==> config.mk <==
export PLATFORM = sky130hd
export DESIGN_NAME = dmx_engine
export DESIGN_NICKNAME = d
export VERILOG_FILES = /design/src/dmx_pkg.sv /design/src/dmx_arb_if.sv /design/src/dmx_engine.sv /design/src/dmx_arbiter.sv /design/src/dmx_unit_step.sv
export SDC_FILE = /design/constraint.sdc
export NUM_CORES = 1
export LEC_CHECK = 0
export BUFFER_PORTS_ARGS = -buffer_cell sky130_fd_sc_hd__buf_4
export CORE_MARGIN = 8
export CORE_UTILIZATION = 62
export DETAILED_ROUTE_END_ITERATION = 6
export GPL_TIMING_DRIVEN = 1
export PLACE_DENSITY = 0.79
export SYNTH_ARGS = -nofsm -noshare
export SYNTH_HDL_FRONTEND = slang
export SYNTH_SLANG_ARGS = --single-unit
==> constraint.sdc <==
create_clock -name core_clk -period 10.85 [get_ports core_clk]
set_input_delay 0.5425 -clock core_clk [delete_from_list [all_inputs] [get_ports core_clk]]
set_output_delay 0.5425 -clock core_clk [all_outputs]
set_load 0.02 [all_outputs]
==> src/dmx_pkg.sv <==
// Purpose: shared constants and types of the four-channel DMA engine.
// Assumes: one clock, registers reached over a plain strobe port.
// Notes: channel registers sit at a 16-byte stride.
`default_nettype none
package dmx_pkg;
	localparam int DMX_NCH = 4;
	localparam int DMX_AW = 8;
	// Register offsets inside a channel window
	localparam logic [3:0] OFS_SIZE = 4'h0;
	localparam logic [3:0] OFS_MODE = 4'h4;
	localparam logic [3:0] OFS_COUNT = 4'h8;
	// Field positions of channel_mode_control_status
	localparam int B_EN = 0;
	localparam int B_ACT = 1;
	localparam int B_SYSTEM_ERROR_FLAG = 2;
	localparam int B_ESCAPE_FLAG = 3;
	localparam int B_ESCAPE_INTERRUPT_ENABLE = 4;
	localparam int B_COMPLETION_FLAG = 5;
	localparam int B_COMPLETION_INTERRUPT_ENABLE = 6;
	localparam int F_XM_LO = 8;
	localparam int F_DSZ_LO = 10;
	// Reset values
	localparam logic [31:0] RST_SIZE = 32'h0000_0000;
	localparam logic [31:0] RST_COUNT = 32'h0000_0000;
	localparam logic [1:0] RST_XM = 2'h0;
	localparam logic [1:0] RST_DSZ = 2'h0;
	// Transfers allowed after a burst is told to stop
	localparam logic [1:0] BURST_DRAIN = 2'h3;
	typedef enum logic [1:0] {
		XM_STEAL = 2'h0,
		XM_BURST = 2'h1,
		XM_BLOCK = 2'h2,
		XM_REPEAT = 2'h3
	} dmx_xmode_t;
	typedef enum logic [3:0] {
		ST_IDLE = 4'h1,
		ST_READ = 4'h2,
		ST_WRITE = 4'h4,
		ST_GAP = 4'h8
	} dmx_state_t;
endpackage : dmx_pkg
`default_nettype wire

==> src/dmx_arb_if.sv <==
// Purpose: request and grant bundle between engine and arbiter.
// Assumes: combinational grant, sampled by the engine in its idle state.
// Notes: none.
`default_nettype none
interface dmx_arb_if;
	logic [dmx_pkg::DMX_NCH-1:0] pend;
	logic grant_ok;
	logic hit;
	logic [1:0] sel;
	modport arb (input pend, input grant_ok, output hit, output sel);
	modport eng (output pend, output grant_ok, input hit, input sel);
endinterface : dmx_arb_if
`default_nettype wire

==> src/dmx_engine.sv <==
// Summary of operation
// - Block or repeat mode: low size half counts down once per transfer.
// - A low half at one (or zero) reloads from the programmed upper half instead of counting down.
// - Hardware never changes the upper size half.
// - Enable clears on completion, escape events, errors, reset, standby, software zero.
// - Active reads one only while the channel owns a transfer.
// - In block mode a zero enable write lets the block finish.
// - In burst mode at most three transfers follow a zero enable write.
// - Address error or NMI clears every enable and sets channel 0 error flag.
// - In module stop the error flag is left unchanged.
// - Escape events set the escape flag; with its enable it requests.
// - Escape flag sets only after the bus cycle ends and active drops.
// - Writing enable one clears the escape flag.
// - Full count completion sets the completion flag with the same timing.
// - Writing enable one clears the completion flag.
// - Fixed priority, channel 0 highest, start only once the bus is free.
// - Another bus master runs at the next release point.
// - No channel switch inside a burst or a block.
// - Each unit is a read then a write with no release between.
// - Cycle steal releases the bus after every unit.
// - Burst runs units back to back until an end condition.
// - Block mode moves one whole block per request, then releases.
// - Byte count drops by 1, 2, 4 or 8; zero means uncounted.
// Purpose: status, control and bus use of a four-channel DMA engine.
// Assumes: events, requests and cyc_done come from logic on core_clk.
// Notes: register reads answer in the next cycle; unmapped reads give zero.
`default_nettype none
module dmx_engine (
	input wire logic core_clk,
	input wire logic rst,
	input wire logic [dmx_pkg::DMX_AW-1:0] reg_addr,
	input wire logic [31:0] reg_wdata,
	input wire logic reg_wr,
	input wire logic reg_rd,
	output logic [31:0] reg_rdata,
	input wire logic [dmx_pkg::DMX_NCH-1:0] xfer_req,
	input wire logic [dmx_pkg::DMX_NCH-1:0] esc_evt,
	input wire logic nmi_evt,
	input wire logic addr_err_evt,
	input wire logic hw_standby,
	input wire logic module_stop,
	input wire logic other_req,
	input wire logic cyc_done,
	output logic cyc_req,
	output logic cyc_write,
	output logic [1:0] cyc_ch,
	output logic [1:0] cyc_size,
	output logic [dmx_pkg::DMX_NCH-1:0] esc_irq,
	output logic [dmx_pkg::DMX_NCH-1:0] end_irq
);
	import dmx_pkg::*;

	dmx_state_t state_reg, state_next;
	logic [1:0] cur_reg, cur_next;
	logic [1:0] drain_reg, drain_next;
	logic halt_reg, halt_next, end_esc_reg, end_esc_next, end_tot_reg, end_tot_next;
	logic err_pend_reg, err_pend_next, system_error_flag_reg, system_error_flag_next;
	logic [31:0] rdata_reg, rdata_next;

	logic [DMX_NCH-1:0] en_reg, en_next;
	logic [DMX_NCH-1:0] escape_flag_reg, escape_flag_next;
	logic [DMX_NCH-1:0] completion_flag_reg, completion_flag_next;
	logic [DMX_NCH-1:0] escape_interrupt_enable_reg, escape_interrupt_enable_next;
	logic [DMX_NCH-1:0] completion_interrupt_enable_reg, completion_interrupt_enable_next;
	logic [DMX_NCH-1:0] escp_reg, escp_next;
	logic [1:0] xm_reg [DMX_NCH], xm_next [DMX_NCH];
	logic [1:0] dsz_reg [DMX_NCH], dsz_next [DMX_NCH];
	logic [31:0] size_reg [DMX_NCH], size_next [DMX_NCH];
	logic [31:0] count_reg [DMX_NCH], count_next [DMX_NCH];

	logic [DMX_NCH-1:0] wr_size, wr_mode, wr_count, act, step_here, gap_here;
	logic in_map, sys_err, busy, unit_done, stop_unit, cont;
	logic [1:0] sel_ch;
	logic [3:0] ofs;
	dmx_xmode_t xm_cur;
	logic [31:0] su_size, su_count;
	logic su_blk_end, su_tot_end, blk_on;

	dmx_arb_if arb ();
	dmx_arbiter u_arb (
		.arb_io(arb.arb)
	);

	// Address decode
	assign sel_ch = reg_addr[5:4];
	assign ofs = reg_addr[3:0];
	assign in_map = (reg_addr[DMX_AW-1:6] == '0);
	assign sys_err = nmi_evt | addr_err_evt;
	assign busy = (state_reg == ST_READ) || (state_reg == ST_WRITE);
	assign unit_done = (state_reg == ST_WRITE) && cyc_done;
	assign xm_cur = dmx_xmode_t'(xm_reg[cur_reg]);
	assign blk_on = (xm_cur == XM_BLOCK) || (xm_cur == XM_REPEAT);

	dmx_unit_step u_step (
		.size_cur(size_reg[cur_reg]),
		.count_cur(count_reg[cur_reg]),
		.dsz(dsz_reg[cur_reg]),
		.blk_on(blk_on),
		.size_nxt(su_size),
		.count_nxt(su_count),
		.blk_end(su_blk_end),
		.tot_end(su_tot_end)
	);

	// Errors and escapes end the run at the close of the current unit
	assign stop_unit = su_tot_end | escp_reg[cur_reg] | err_pend_reg | sys_err;

	// Other masters only get in while the engine sits idle
	assign arb.pend = en_reg & xfer_req;
	assign arb.grant_ok = (state_reg == ST_IDLE) && !other_req;
	genvar gi;
	generate
		for (gi = 0; gi < DMX_NCH; gi++) begin : g_ch
			assign wr_size[gi] = reg_wr && in_map && sel_ch == 2'(gi) && ofs == OFS_SIZE;
			assign wr_mode[gi] = reg_wr && in_map && sel_ch == 2'(gi) && ofs == OFS_MODE;
			assign wr_count[gi] = reg_wr && in_map && sel_ch == 2'(gi) && ofs == OFS_COUNT;
			assign act[gi] = busy && cur_reg == 2'(gi);
			assign step_here[gi] = unit_done && cur_reg == 2'(gi);
			assign gap_here[gi] = (state_reg == ST_GAP) && cur_reg == 2'(gi);
			assign esc_irq[gi] = escape_flag_reg[gi] & escape_interrupt_enable_reg[gi];
			assign end_irq[gi] = completion_flag_reg[gi] & completion_interrupt_enable_reg[gi];

			always_comb begin
				en_next[gi] = en_reg[gi];
				escape_flag_next[gi] = escape_flag_reg[gi];
				completion_flag_next[gi] = completion_flag_reg[gi];
				escape_interrupt_enable_next[gi] = escape_interrupt_enable_reg[gi];
				completion_interrupt_enable_next[gi] = completion_interrupt_enable_reg[gi];
				xm_next[gi] = xm_reg[gi];
				dsz_next[gi] = dsz_reg[gi];
				escp_next[gi] = escp_reg[gi];
				size_next[gi] = size_reg[gi];
				count_next[gi] = count_reg[gi];
				if (wr_mode[gi]) begin
					en_next[gi] = reg_wdata[B_EN];
					escape_interrupt_enable_next[gi] = reg_wdata[B_ESCAPE_INTERRUPT_ENABLE];
					completion_interrupt_enable_next[gi] = reg_wdata[B_COMPLETION_INTERRUPT_ENABLE];
					xm_next[gi] = reg_wdata[F_XM_LO +: 2];
					dsz_next[gi] = reg_wdata[F_DSZ_LO +: 2];
					if (reg_wdata[B_EN]) begin
						escape_flag_next[gi] = 1'b0;
						completion_flag_next[gi] = 1'b0;
					end
				end
				if (wr_size[gi]) begin
					size_next[gi] = reg_wdata;
				end else if (step_here[gi]) begin
					size_next[gi] = su_size;
				end
				if (wr_count[gi]) begin
					count_next[gi] = reg_wdata;
				end else if (step_here[gi]) begin
					count_next[gi] = su_count;
				end
				// Escape requests only count while this channel owns the bus
				if (esc_evt[gi] && act[gi]) begin
					escp_next[gi] = 1'b1;
				end
				if (gap_here[gi]) begin
					escp_next[gi] = 1'b0;
				end
				// Flags set one cycle after the last bus cycle, with active low
				if (gap_here[gi] && end_esc_reg) begin
					escape_flag_next[gi] = 1'b1;
				end
				if (gap_here[gi] && end_tot_reg) begin
					completion_flag_next[gi] = 1'b1;
				end
				if (step_here[gi] && (su_tot_end || escp_reg[gi])) begin
					en_next[gi] = 1'b0;
				end
				if (sys_err || hw_standby) begin
					en_next[gi] = 1'b0;
				end
			end

			always_ff @(posedge core_clk or posedge rst) begin
				if (rst) begin
					en_reg[gi] <= 1'b0;
					escape_flag_reg[gi] <= 1'b0;
					completion_flag_reg[gi] <= 1'b0;
					escape_interrupt_enable_reg[gi] <= 1'b0;
					completion_interrupt_enable_reg[gi] <= 1'b0;
					escp_reg[gi] <= 1'b0;
					xm_reg[gi] <= RST_XM;
					dsz_reg[gi] <= RST_DSZ;
					size_reg[gi] <= RST_SIZE;
					count_reg[gi] <= RST_COUNT;
				end else begin
					en_reg[gi] <= en_next[gi];
					escape_flag_reg[gi] <= escape_flag_next[gi];
					completion_flag_reg[gi] <= completion_flag_next[gi];
					escape_interrupt_enable_reg[gi] <= escape_interrupt_enable_next[gi];
					completion_interrupt_enable_reg[gi] <= completion_interrupt_enable_next[gi];
					escp_reg[gi] <= escp_next[gi];
					xm_reg[gi] <= xm_next[gi];
					dsz_reg[gi] <= dsz_next[gi];
					size_reg[gi] <= size_next[gi];
					count_reg[gi] <= count_next[gi];
				end
			end

		end
	endgenerate

	// Channel 0 error flag; software may only clear it
	always_comb begin
		system_error_flag_next = system_error_flag_reg;
		if (wr_mode[0] && !reg_wdata[B_SYSTEM_ERROR_FLAG]) begin
			system_error_flag_next = 1'b0;
		end
		if (sys_err && !module_stop) begin
			system_error_flag_next = 1'b1;
		end
	end

	// Engine sequencing
	always_comb begin
		state_next = state_reg;
		cur_next = cur_reg;
		halt_next = halt_reg;
		drain_next = drain_reg;
		end_esc_next = end_esc_reg;
		end_tot_next = end_tot_reg;
		err_pend_next = err_pend_reg | (sys_err & busy);
		cont = 1'b0;
		unique case (state_reg)
			ST_IDLE: begin
				if (arb.hit) begin
					cur_next = arb.sel;
					state_next = ST_READ;
				end
			end
			ST_READ: begin
				if (cyc_done) begin
					state_next = ST_WRITE;
				end
			end
			ST_WRITE: begin
				if (cyc_done) begin
					unique case (xm_cur)
						XM_BURST: cont = !stop_unit && !(halt_reg && drain_reg <= 2'h1);
						XM_BLOCK: cont = !stop_unit && !su_blk_end;
						default: cont = 1'b0;
					endcase
					if (halt_reg && drain_reg != 2'h0) begin
						drain_next = drain_reg - 2'h1;
					end
					state_next = cont ? ST_READ : ST_GAP;
					end_esc_next = escp_reg[cur_reg];
					end_tot_next = su_tot_end;
				end
			end
			ST_GAP: begin
				// One released cycle lets any other master in
				state_next = ST_IDLE;
				halt_next = 1'b0;
				err_pend_next = 1'b0;
				end_esc_next = 1'b0;
				end_tot_next = 1'b0;
			end
		endcase
		if (busy && xm_cur == XM_BURST && !halt_reg && wr_mode[cur_reg] && !reg_wdata[B_EN]) begin
			halt_next = 1'b1;
			drain_next = BURST_DRAIN;
		end
	end

	// Read answer, one cycle after the strobe
	always_comb begin
		rdata_next = 32'h0;
		if (reg_rd && in_map) begin
			unique case (ofs)
				OFS_SIZE: rdata_next = size_reg[sel_ch];
				OFS_COUNT: rdata_next = count_reg[sel_ch];
				OFS_MODE: begin
					rdata_next[B_EN] = en_reg[sel_ch];
					rdata_next[B_ACT] = act[sel_ch];
					rdata_next[B_SYSTEM_ERROR_FLAG] = (sel_ch == 2'h0) & system_error_flag_reg;
					rdata_next[B_ESCAPE_FLAG] = escape_flag_reg[sel_ch];
					rdata_next[B_ESCAPE_INTERRUPT_ENABLE] = escape_interrupt_enable_reg[sel_ch];
					rdata_next[B_COMPLETION_FLAG] = completion_flag_reg[sel_ch];
					rdata_next[B_COMPLETION_INTERRUPT_ENABLE] = completion_interrupt_enable_reg[sel_ch];
					rdata_next[F_XM_LO +: 2] = xm_reg[sel_ch];
					rdata_next[F_DSZ_LO +: 2] = dsz_reg[sel_ch];
				end
				default: rdata_next = 32'h0;
			endcase
		end
	end

	always_ff @(posedge core_clk or posedge rst) begin
		if (rst) begin
			state_reg <= ST_IDLE;
			cur_reg <= 2'h0;
			halt_reg <= 1'b0;
			drain_reg <= 2'h0;
			end_esc_reg <= 1'b0;
			end_tot_reg <= 1'b0;
			err_pend_reg <= 1'b0;
			system_error_flag_reg <= 1'b0;
			rdata_reg <= 32'h0;
		end else begin
			state_reg <= state_next;
			cur_reg <= cur_next;
			halt_reg <= halt_next;
			drain_reg <= drain_next;
			end_esc_reg <= end_esc_next;
			end_tot_reg <= end_tot_next;
			err_pend_reg <= err_pend_next;
			system_error_flag_reg <= system_error_flag_next;
			rdata_reg <= rdata_next;
		end
	end

	// Request stays high across read and write, so the bus is never yielded mid-unit
	assign cyc_req = busy;
	assign cyc_write = (state_reg == ST_WRITE);
	assign cyc_ch = cur_reg;
	assign cyc_size = dsz_reg[cur_reg];
	assign reg_rdata = rdata_reg;
endmodule : dmx_engine
`default_nettype wire

==> src/dmx_arbiter.sv <==
// Purpose: fixed-priority channel pick.
// Assumes: grant_ok low whenever the bus must not be taken.
// Notes: lowest channel index wins.
`default_nettype none
module dmx_arbiter (
	dmx_arb_if.arb arb_io
);
	import dmx_pkg::*;
	always_comb begin
		arb_io.hit = 1'b0;
		arb_io.sel = 2'h0;
		// Scan downward so the lowest pending index is left standing
		for (int i = DMX_NCH - 1; i >= 0; i--) begin
			if (arb_io.grant_ok && arb_io.pend[i]) begin
				arb_io.hit = 1'b1;
				arb_io.sel = 2'(i);
			end
		end
	end
endmodule : dmx_arbiter
`default_nettype wire

==> src/dmx_unit_step.sv <==
// Purpose: next size and byte count after one unit transfer.
// Assumes: inputs are the registers of the channel on the bus.
// Notes: purely combinational.
`default_nettype none
module dmx_unit_step (
	input wire logic [31:0] size_cur,
	input wire logic [31:0] count_cur,
	input wire logic [1:0] dsz,
	input wire logic blk_on,
	output logic [31:0] size_nxt,
	output logic [31:0] count_nxt,
	output logic blk_end,
	output logic tot_end
);
	import dmx_pkg::*;
	logic [31:0] step;
	assign step = 32'h1 << dsz;
	always_comb begin
		count_nxt = count_cur;
		tot_end = 1'b0;
		// A zero count is never counted and never completes
		if (count_cur != 32'h0) begin
			if (count_cur <= step) begin
				count_nxt = 32'h0;
				tot_end = 1'b1;
			end else begin
				count_nxt = count_cur - step;
			end
		end
	end
	always_comb begin
		size_nxt = size_cur;
		blk_end = 1'b0;
		if (blk_on) begin
			if (size_cur[15:0] <= 16'h1) begin
				size_nxt = {size_cur[31:16], size_cur[31:16]};
				blk_end = 1'b1;
			end else begin
				size_nxt = {size_cur[31:16], size_cur[15:0] - 16'h1};
			end
		end
	end
endmodule : dmx_unit_step
`default_nettype wire

==> Yosys cells after proc, flatten, opt, wreduce, memory -nomap -nowiden <==
Cells that the tools add are included.
Widths: inputs -> output; s select.
{ "word_totals": {"word_cells": 360, "out_inout_bits": 46, "reg_bits": 341, "input_bits": 58} }
{ "op_classes": {"muxes": 131, "n_lt_le_gt_ge": 7, "shifts": 1, "reduce_logical": 133, "bitwise_logic": 18, "add_sub_neg": 3, "eq_ne": 18} }
{ "ops": {"columns": ["operator", "n"], "rows": [
  ["$mux 32", 27],
  ["$bmux 32 s2", 4],
  ["$reduce_bool 2->1", 35],
  ["$logic_and 1x1->1", 62],
  ["$mux 1", 58],
  ["$pmux 20 s2", 1],
  ["$le 32x32->1", 1],
  ["$mux 16", 2],
  ["$mux 2", 16],
  ["$reduce_bool 32->1", 1],
  ["$shl 1x2->32 const A", 1],
  ["$sub 32x32->32", 1],
  ["$pmux 7 s3", 1],
  ["$reduce_and 2->1", 10],
  ["$bmux 1 s2", 8],
  ["$bmux 2 s2", 4],
  ["$le 16x1->1 const B", 1],
  ["$mux 4", 4],
  ["$pmux 4 s4", 1],
  ["$sub 16x1->16 const B", 1],
  ["$eq 2x2->1 const B", 6],
  ["$pmux 4 s3", 1],
  ["$reduce_bool 3->1", 4],
  ["$and 1x1->1", 10],
  ["other kinds (19)", 51]
]} }

==> Longest topological paths before layout <==
Gate-level depths: netlist of run 1.
{ "depth": {"depth_word": 19, "mapped_depth": 21, "ltp_nobuf": 12} }

==> Modules after synthesis <==
From an unflattened synthesis of run 1, not the netlist that was laid out.
{ "hier_totals": {"hier_cells": 1979, "area_unflattened_um2": 21055.2} }
{ "by_module_without_submodules": {"columns": ["mod", "seq_area_each_um2", "cells_per_inst", "n_inst", "area_each_um2"], "rows": [
  ["dmx_engine", 8534.4, 1666, 1, 19107.1],
  ["dmx_unit_step", 0.0, 306, 1, 1906.8],
  ["dmx_arbiter", 0.0, 7, 1, 41.3]
]} }

==> Worst setup path before layout of run 1 <==
Ideal clock, no wire load.
{ "synth_path": {"path_type": "register to register", "startpoint": "reg cur_reg[0], in the netlist cyc_ch[0]", "endpoint": "reg count_reg[8] (netlist name)", "slack_ps": 5429, "arrival_time_ps": 5294, "path_buffers": 7, "synth_period_minus_slack_ps": 5421, "required_time_ps": 10723, "setup_ps": 127, "stages_incl_launch_ff": 20, "path_cell_list": "dfrtp_1 > buf_6 > clkbuf_1 > clkbuf_1 > clkbuf_1 > buf_1 > clkbuf_1 > mux4_2 > nor2_1 > ha_1 > inv_1 > fa_1 > a21o_1 > a21o_1 > a211o_1 > nor4b_4 > nor2_2 > buf_6 > a221oi_1 > nor2_1"} }
{ "synth_via": {"elab_chain_cells": 10, "elab_cells_between_ends": 18, "classes_between": "add/sub: 1; order compare: 1; eq/ne: 1; shift: 1; mux: 10; bitwise: 1; reduce/logical: 3"} }
{ "synth_rtl": {"columns": ["item", "line", "rtl"], "rows": [
  ["start: declaration", "dmx_engine.sv:54", "logic [1:0] cur_reg, cur_next;"],
  ["start signal: assignment", "dmx_engine.sv:305", "cur_reg <= cur_next;"],
  ["$not 2->3 *", null, null],
  ["$bmux 2 s2 *", null, null],
  ["$mux 2 * (2 in series)", null, null],
  ["named net cyc_size[1]", "dmx_engine.sv:47", "output logic [1:0] cyc_size,"],
  ["$shl 1x2->32 *", "dmx_unit_step.sv:17", "assign step = 32'h1 << dsz;"],
  ["$sub 32x32->32 / $le 32x32->1 (equally long branches)", "dmx_unit_step.sv:27, dmx_unit_step.sv:23", null],
  ["$mux 32 *", "dmx_unit_step.sv:23", "if (count_cur <= step) begin"],
  ["$mux 32 *", "dmx_unit_step.sv:22", "if (count_cur != 32'h0) begin"],
  ["$mux 32 *", "dmx_engine.sv:152", "end else if (step_here[gi]) begin"],
  ["$mux 32 *", "dmx_engine.sv:150", "if (wr_count[gi]) begin"],
  ["end signal: indexed assignment", "dmx_engine.sv:199", "count_reg[gi] <= count_next[gi];"],
  ["end: declaration", "dmx_engine.sv:69", "logic [31:0] count_reg [DMX_NCH], count_next [DMX_NCH];"]
]} }
Mark *: on every way through the listed nets, which the timed path passes. The rest lies on a longest branch. The select of a mux whose other input is x is not followed.
A chain may end at the register's enable or synchronous reset.

==> Worst setup path in the final report of run 1 <==
{ "layout_path": {"startpoint": "reg cur_reg[1], in the netlist cyc_ch[1]", "endpoint": "reg count_reg[111] (netlist name)"} }
{ "layout_via": {"elab_chain_cells": 10, "elab_cells_between_ends": 18, "classes_between": "add/sub: 1; order compare: 1; shift: 1; mux: 10; bitwise: 1; reduce/logical: 4"} }
{ "layout_rtl": {"columns": ["item", "line", "rtl"], "rows": [
  ["$not 2->3 (not written as such)", "dmx_engine.sv:96, dmx_engine.sv:97", null],
  ["$bmux 2 s2", "dmx_engine.sv:97", ".dsz(dsz_reg[cur_reg]),"],
  ["$mux 2 (not written as such) (2 in series)", "dmx_engine.sv:97", null],
  ["$shl 1x2->32", "dmx_unit_step.sv:17", null],
  ["$sub 32x32->32 / $le 32x32->1 (equally long branches)", "dmx_unit_step.sv:27, dmx_unit_step.sv:23", null],
  ["$mux 32", "dmx_unit_step.sv:23", null],
  ["$mux 32", "dmx_unit_step.sv:22", null],
  ["$mux 32", "dmx_engine.sv:152", null],
  ["$mux 32", "dmx_engine.sv:150", null]
]} }
Several ways; a longest one is shown, not always the timed one. The select of a mux whose other input is x is not followed.

==> reports/metrics.yaml, run 1 <==
status:
  status: "finished with violations"
  violated_checks: "design-rule violations"
die:
  initial_util: 0.631
  core_um2: 31600
  dieArea_um2: 38200
  die-height_um: 195
  rows: 65
  die_x_um: 195
  floorplan.io_pins: 104
synth:
  postSynthAreaPerCell_um2: 9.96
  synth-warning-count: 0
  synth-seq-cells: 341
  yosys.area_share.adder: 0.00790
  netlist-cell-type-count: 79
  yosys_most_used_dff: "sky130_fd_sc_hd__dfrtp_1"
  post_synth_and_or_nand_nor_area_fraction: 0.163
  synth_async_sr_flop_share: 1.00
  synth_compound_gate_area_share: 0.167
  synth_top_family_by_area: "multiplexers"
  post_synth_inst_count: 2004
  synth_xor_area_frac: 0.0114
  muxShareOfSynthArea: 0.178
  post_synthesis_cell_area_um2: 20000
  number_of_enable_type_register_cells_in_the_synthesized_netlist: 0
  synth_seq_area_share: 0.428
  postSynthNetCount: 2074
layout:
  area.growth.synth_to_final_pct: 10.2
  post_route_cells_drive_above_1_share: 0.192
  nets: 2078
  finalInstanceArea_um2: 22000
detailed_routing:
  detail_route.vias_per_cell: 7.27
  detail-route-antenna-nets: 0
  num_vias: 17800
  final_wirelength_mm: 66.1
  detail_route.wl_per_cell_um: 27.1
  drc: 1
  first_pass_iters: 7
  drt_iter0_markers: 2651
pwr:
  power_frac_seq: 0.378
  power.clock.fraction: 0.323
  power_density_nw_per_um2: 184
  pwr-share-comb: 0.298
  power_after_layout_mw: 4.04
  internal-power_mw: 2.66
  power.ir.vdd_worst_mv: 0.128
  leak_nw: 9.63
  switching_share: 0.341
  p_sw_mw: 1.38
timing:
  layout_worst_path_cycle_share: 0.532
  slew_violations: 0
  final.setup.tns_ns: 0
  timing_worst_slew_pin_value_ns: 1.24
  achievable-frequency_mhz: 173
  finalSetupViolCount: 0
  finalHoldViolCount: 0
  worst_slew_slack_as_a_fraction_of_its_limit: 0.172
  fin_hold_ws_ns: 0.121
  final_period_minus_worst_setup_slack_ns: 5.77
  clock_skew_ns: 0.0223
  rsz0062_at_grt: "false"
setup_path:
  critPathSlowestCell: "sky130_fd_sc_hd__dfrtp_4"
  timing.critical_path.from_type: "flip-flop"
  timing.critical_path.cells: "buf_4 > mux4_1 > or3_1 > or4b_1 > nor4b_4 > nor2_2 > nand2_1 > o21ai_0"
  arrival_time_worst_endpoint_ns: 6.16
  critPathBufInv: 1
  worstSetupPathType: "reg -> reg"
  crit_path_max_fanout: 50
  worst_ep_required_time_ns: 11.24
  critPathCaptureType: "flip-flop"
  critPathTopFamily: "simple AND/OR/NAND/NOR gates"
  cp_slowest_stage_delay_ns: 1.06
global_routing:
  antenna_found_initial: 2
  first_global_vias: 17600
  gr-total-overflow: 0
  grt_start_max_net_pins: 175
  globalRouteTotalUtil: 0.342
  grt_pass1_wl_mm: 102
hold_path:
  min_path_type: "in -> async"
clocking:
  cts_setup_buffers: 0
  clock_latency_on_the_worst_skew_pair_ns: 0.54
  tritoncts.num_buffers: 38
  number_of_clock_sinks_seen_by_cts: 341
  path_clk_slew_ns: 0.06
  cts.repair.resized: 0
  hold_buffers: 0
  cts_max_path_buffers: 3
  cts_tree: "built"
  root_buffer: "sky130_fd_sc_hd__clkbuf_16"
  deepest_level_of_the_cts_h_tree: 2
flow_run:
  drv.max_cap_violation_count: 0
placement:
  count_of_input_and_output_buffers: 103
  dpl-instance-area_um2: 20700
  gpl.final_weighted_congestion: 0.975
  hpwl_mm: 42.3
through the flow:
stage | worst slack (ns) | std cells | util
2_1_floorplan | 0.857 | 2004 | -
3_3_place_gp | 5.32 | 2370 | 0.656
3_5_place_dp | 5.21 | 2370 | 0.656
4_1_cts | 5.21 | 2439 | 0.695
5_1_grt | 4.91 | 2441 | 0.695
6_report | 5.08 | 2441 | 0.695
synth_stat cells (5+ instances only):
cell type,n,area [µm²]
sky130_fd_sc_hd__o21a_1,18,135
sky130_fd_sc_hd__a22oi_1,65,488
sky130_fd_sc_hd__mux4_2,124,2790
sky130_fd_sc_hd__nand2_1,310,1160
sky130_fd_sc_hd__buf_6,8,90.1
sky130_fd_sc_hd__nand3_1,26,130
sky130_fd_sc_hd__buf_4,8,60.1
sky130_fd_sc_hd__mux4_1,15,394
sky130_fd_sc_hd__nor3_1,25,125
sky130_fd_sc_hd__a221oi_1,17,149
sky130_fd_sc_hd__clkbuf_2,9,45.0
sky130_fd_sc_hd__o21ai_1,21,105
sky130_fd_sc_hd__nor2b_1,6,37.5
sky130_fd_sc_hd__buf_2,17,85.1
sky130_fd_sc_hd__dfrtp_1,340,8510
sky130_fd_sc_hd__o22ai_1,6,37.5
sky130_fd_sc_hd__nor2_1,194,728
sky130_fd_sc_hd__and2_1,13,81.3
sky130_fd_sc_hd__nor4b_1,6,52.6
sky130_fd_sc_hd__nand4_1,6,37.5
sky130_fd_sc_hd__mux2_2,24,270
sky130_fd_sc_hd__a31oi_1,28,175
sky130_fd_sc_hd__or4_1,14,105
sky130_fd_sc_hd__a21o_1,23,173
sky130_fd_sc_hd__a21oi_1,191,956
sky130_fd_sc_hd__a211oi_1,10,75.1
sky130_fd_sc_hd__a211o_1,5,43.8
sky130_fd_sc_hd__nor4_1,18,113
sky130_fd_sc_hd__xor2_1,5,43.8
sky130_fd_sc_hd__clkbuf_1,108,405
sky130_fd_sc_hd__or2_2,9,56.3
sky130_fd_sc_hd__o31a_1,5,43.8
sky130_fd_sc_hd__o21ai_0,127,636
sky130_fd_sc_hd__o31ai_1,6,45.0
sky130_fd_sc_hd__a21boi_0,6,45.0
sky130_fd_sc_hd__or3_1,17,106
sky130_fd_sc_hd__xnor2_1,21,184
sky130_fd_sc_hd__nand2b_1,8,50.1
sky130_fd_sc_hd__buf_1,17,63.8
sky130_fd_sc_hd__and3_1,33,206
sky130_fd_sc_hd__ha_1,11,138
sky130_fd_sc_hd__inv_1,19,71.3
worst register-to-register path, stage by stage, from the launching register on:
cell,delay (ns)
sky130_fd_sc_hd__dfrtp_4,1.06
sky130_fd_sc_hd__buf_4,0.73
sky130_fd_sc_hd__mux4_1,0.79
sky130_fd_sc_hd__or3_1,0.47
sky130_fd_sc_hd__or4b_1,0.73
sky130_fd_sc_hd__nor4b_4,0.82
sky130_fd_sc_hd__nor2_2,0.26
sky130_fd_sc_hd__nand2_1,0.58
sky130_fd_sc_hd__o21ai_0,0.20
layout by cell type, fill, tap and decap left out, types with 25 or more instances in the layout:
master                        n
sky130_fd_sc_hd__nand2_1    307
sky130_fd_sc_hd__and3_1      33
sky130_fd_sc_hd__dfrtp_1    338
sky130_fd_sc_hd__clkbuf_16   41
sky130_fd_sc_hd__a31oi_1     28
sky130_fd_sc_hd__a22oi_1     65
sky130_fd_sc_hd__mux4_2     124
sky130_fd_sc_hd__buf_4      138
sky130_fd_sc_hd__a21oi_1    191
sky130_fd_sc_hd__o21ai_0    127
sky130_fd_sc_hd__nand3_1     25
sky130_fd_sc_hd__nor2_1     188
final cells by class:
class,count,area (µm²)
Antenna cell,2,5.00
Clock buffer,59,1140
Clock inverter,10,100
Fill cell,2291,9650
Inverter,19,78.8
Multi-Input combinational cell,1469,10600
Sequential cell,341,8540
Tap cell,402,503
Timing Repair Buffer,139,1060
layer usage:
layer / vias to the layer above / GRT usage / routed length, µm
met2: 1337 / 0.526 / 30400
met3: 254 / 0.104 / 8830
met4: 0 / 0.161 / 3280
li1: 7374 / - / -
met1: 8786 / 0.440 / 23600
met5: - / 0 / 0
kinds of logic after synthesis:
group,count (synthesis)
AOI/OAI and AO/OA,552
xor gates and xnor gates,26
adders and majority gates,12
buffers and inverters,194
DFF,341
muxes,167
and+or+nand+nor,712
worst paths after layout:
| kind | slack [ns] | startpoint | cells past startpoint | endpoint |
|---|---|---|---|---|
| max in group asynchronous | 9.11 | rst | 3 | cyc_ch[1] |
| min in group core_clk | 0.22 | module_stop | 2 | system_error_flag_reg |
| min | 0.12 | rst | 2 | dsz_reg[3] |
| max | 5.08 | cyc_ch[1] | 8 | count_reg[111] |
| max reg2reg | 5.08 | cyc_ch[1] | 8 | count_reg[111] |
| min reg2reg | 0.49 | size_reg[126] | 2 | size_reg[126] |
power groups by stage:
stage / Clock (mW) / Sequential [mW] / Combinational [mW]
after floorplan: 0 / 1.50 / 0.891
after global placement: 0 / 1.53 / 1.13
after detailed placement: 0 / 1.54 / 1.16
after CTS: 1.31 / 1.52 / 1.17
after global routing: 1.35 / 1.54 / 1.29
final: 1.30 / 1.53 / 1.20
Note: power is estimated with default switching activity, not from simulation.
==> run 2, diff against run 1 <==
CORE_UTILIZATION = 56   (was 62)
PLACE_DENSITY = 0.75   (was 0.79)
clock period = 5.3 ns   (was 10.85 ns; I/O delays follow)
==> run 2 against run 1 <==
The flow now finishes without violations; clock skew shrank 0.0022 ns; design area rose by 1.7%; first-iteration DRC count is 6.0% lower; critical path type unchanged; critical endpoint is now count_reg[46]; register-to-register slack worse by 4.6 ns; highest routed layer unchanged.
==> reports/metrics.yaml, run 2 (synthesized netlist as in run 1, its figures left out) <==
global_routing:
  grt_util_met2: 0.485
  first_global_vias: 17400
  global_route.peak_usage_layer: "met2"
  globalRouteTotalUtil: 0.322
  antenna_found_initial: 2
  grt_pass1_wl_mm: 104
  gr-total-overflow: 0
  grt_start_max_net_pins: 165
  gr-usage-met3: 0.0914
  grtUsageMet1: 0.432
detailed_routing:
  drt_iter0_markers: 2491
  detail_route.vias_per_cell: 6.98
  detail_route.wl_per_cell_um: 26.6
  drc: 0
  detail-route-antenna-nets: 0
  num_vias: 17600
  first_pass_iters: 6
  final_wirelength_mm: 67.1
layout:
  nets: 2098
  area.growth.synth_to_final_pct: 12.0
  mostFrequentLayoutCell: "sky130_fd_sc_hd__dfrtp_1"
  post_route_cells_drive_above_1_share: 0.198
  most-common-layout-cells: "sky130_fd_sc_hd__dfrtp_1 (338), sky130_fd_sc_hd__nand2_1 (309), sky130_fd_sc_hd__a21oi_1 (191)"
  instances_no_fill: 2520
placement:
  gpl.final_weighted_congestion: 0.975
  dp.cells: 2443
  dp_worst_setup_slack_ns: 0.631
  hpwl_mm: 44.5
  count_of_input_and_output_buffers: 103
setup_path:
  timing.critical_path.cells: "mux4_2 > nor2_1 > ha_1 > inv_1 > fa_1 > a21o_1 > a21o_1 > nor3_1 > o31ai_1 > or3_1 > xor2_1 > o21ai_0"
  crit_path_max_fanout: 34
  worstSetupPathType: "reg -> reg"
  critPathBufInv: 1
  critPathSlowestCell: "sky130_fd_sc_hd__dfrtp_4"
  worst_ep_required_time_ns: 5.70
  critPathTopFamily: "simple AND/OR/NAND/NOR gates"
  arrival_time_worst_endpoint_ns: 5.18
  critPathCaptureType: "flip-flop"
  timing.critical_path.from_type: "flip-flop"
  cp_slowest_stage_delay_ns: 0.91
  critical_path.most_common_cell: "sky130_fd_sc_hd__a21o_1"
  critical_path.reg2reg.startpoint: "cyc_ch[1]"
  cp_launch_point: "cyc_ch[1]"
timing:
  fin_hold_ws_ns: 0.0160
  finalSetupViolCount: 0
  finalHoldViolCount: 0
  achievable-frequency_mhz: 209
  worst_slew_slack_as_a_fraction_of_its_limit: 0.205
  layout_worst_path_cycle_share: 0.901
  final_period_minus_worst_setup_slack_ns: 4.78
  timing_worst_slew_pin_value_ns: 1.18
  slew_violations: 0
  final.setup.tns_ns: 0
  setup_slack_ns: 0.524
  clock_skew_ns: 0.0202
  rsz0062_at_grt: "false"
die:
  dieArea_um2: 41900
  rows: 69
  die-height_um: 205
  floorplan.io_pins: 104
  die_x_um: 205
  core_um2: 35300
  initial_util: 0.565
clocking:
  cts_tree: "built"
  number_of_clock_sinks_seen_by_cts: 341
  path_clk_slew_ns: 0.06
  root_buffer: "sky130_fd_sc_hd__clkbuf_16"
  tritoncts.num_buffers: 39
  cts.repair.resized: 0
  clock_latency_on_the_worst_skew_pair_ns: 0.55
  deepest_level_of_the_cts_h_tree: 2
  cts_max_path_buffers: 3
pwr:
  power_density_nw_per_um2: 380
  power_after_layout_mw: 8.50
  leak_nw: 9.78
  power.ir.vdd_worst_mv: 0.357
hold_path:
  min-delay-start: "esc_evt[1]"
  min_path_type: "in -> reg"
status:
  status: "finished clean"
flow_run:
  drv.max_cap_violation_count: 0
## run 2: final timing paths
path	cells after the start	slack (ns)	end
max	12	0.52	count_reg[46]
min	3	0.02	escp_reg[1]
max reg2reg	12	0.52	count_reg[46]
min reg2reg	2	0.50	size_reg[91]
max in group asynchronous	4	3.39	cyc_ch[0]
min in group asynchronous	3	0.43	dsz_reg[2]
## run 2: metrics by stage
stage,utilization,area (µm²)
5_1_grt,0.633,22400
2_1_floorplan,-,20000
6_report,0.633,22400
3_3_place_gp,0.593,20900
3_5_place_dp,0.593,20900
4_1_cts,0.633,22300
## run 2: cell type report
cell class	count	area (µm²)
clock buffers	56	1140
flip-flops and latches	341	8540
fillers	2789	13000
diodes	2	5.00
well taps	461	577
multi-input cells	1469	10600
clock inverters	14	228
inverters	19	75.1
repair buffers	158	1220
## run 2: power by group
| part | internal [mW] | switching [mW] | total, mW |
|---|---|---|---|
| Clock | 1.79 | 1.11 | 2.91 |
| Combinational | 0.977 | 1.49 | 2.46 |
| Sequential | 2.89 | 0.240 | 3.13 |
## run 2: worst min-delay path: cells and delay by family
family | cells | cell delay, ns
buffers and inverters | 1 | 0.08
AO/OA/AOI/OAI | 2 | 0.16
## run 2: metal layers
layer	wire, µm	share of wire	vias to the layer above
met4	2960	0.044	0
met5	0	0	-
li1	-	-	7420
met2	30300	0.45	1247
met1	25100	0.37	8697
met3	8800	0.13	233
## run 2: timing repair
item,CTS,global route
hold endpoints to repair,41,0
setup buffers,0,0
hold buffers,5,0
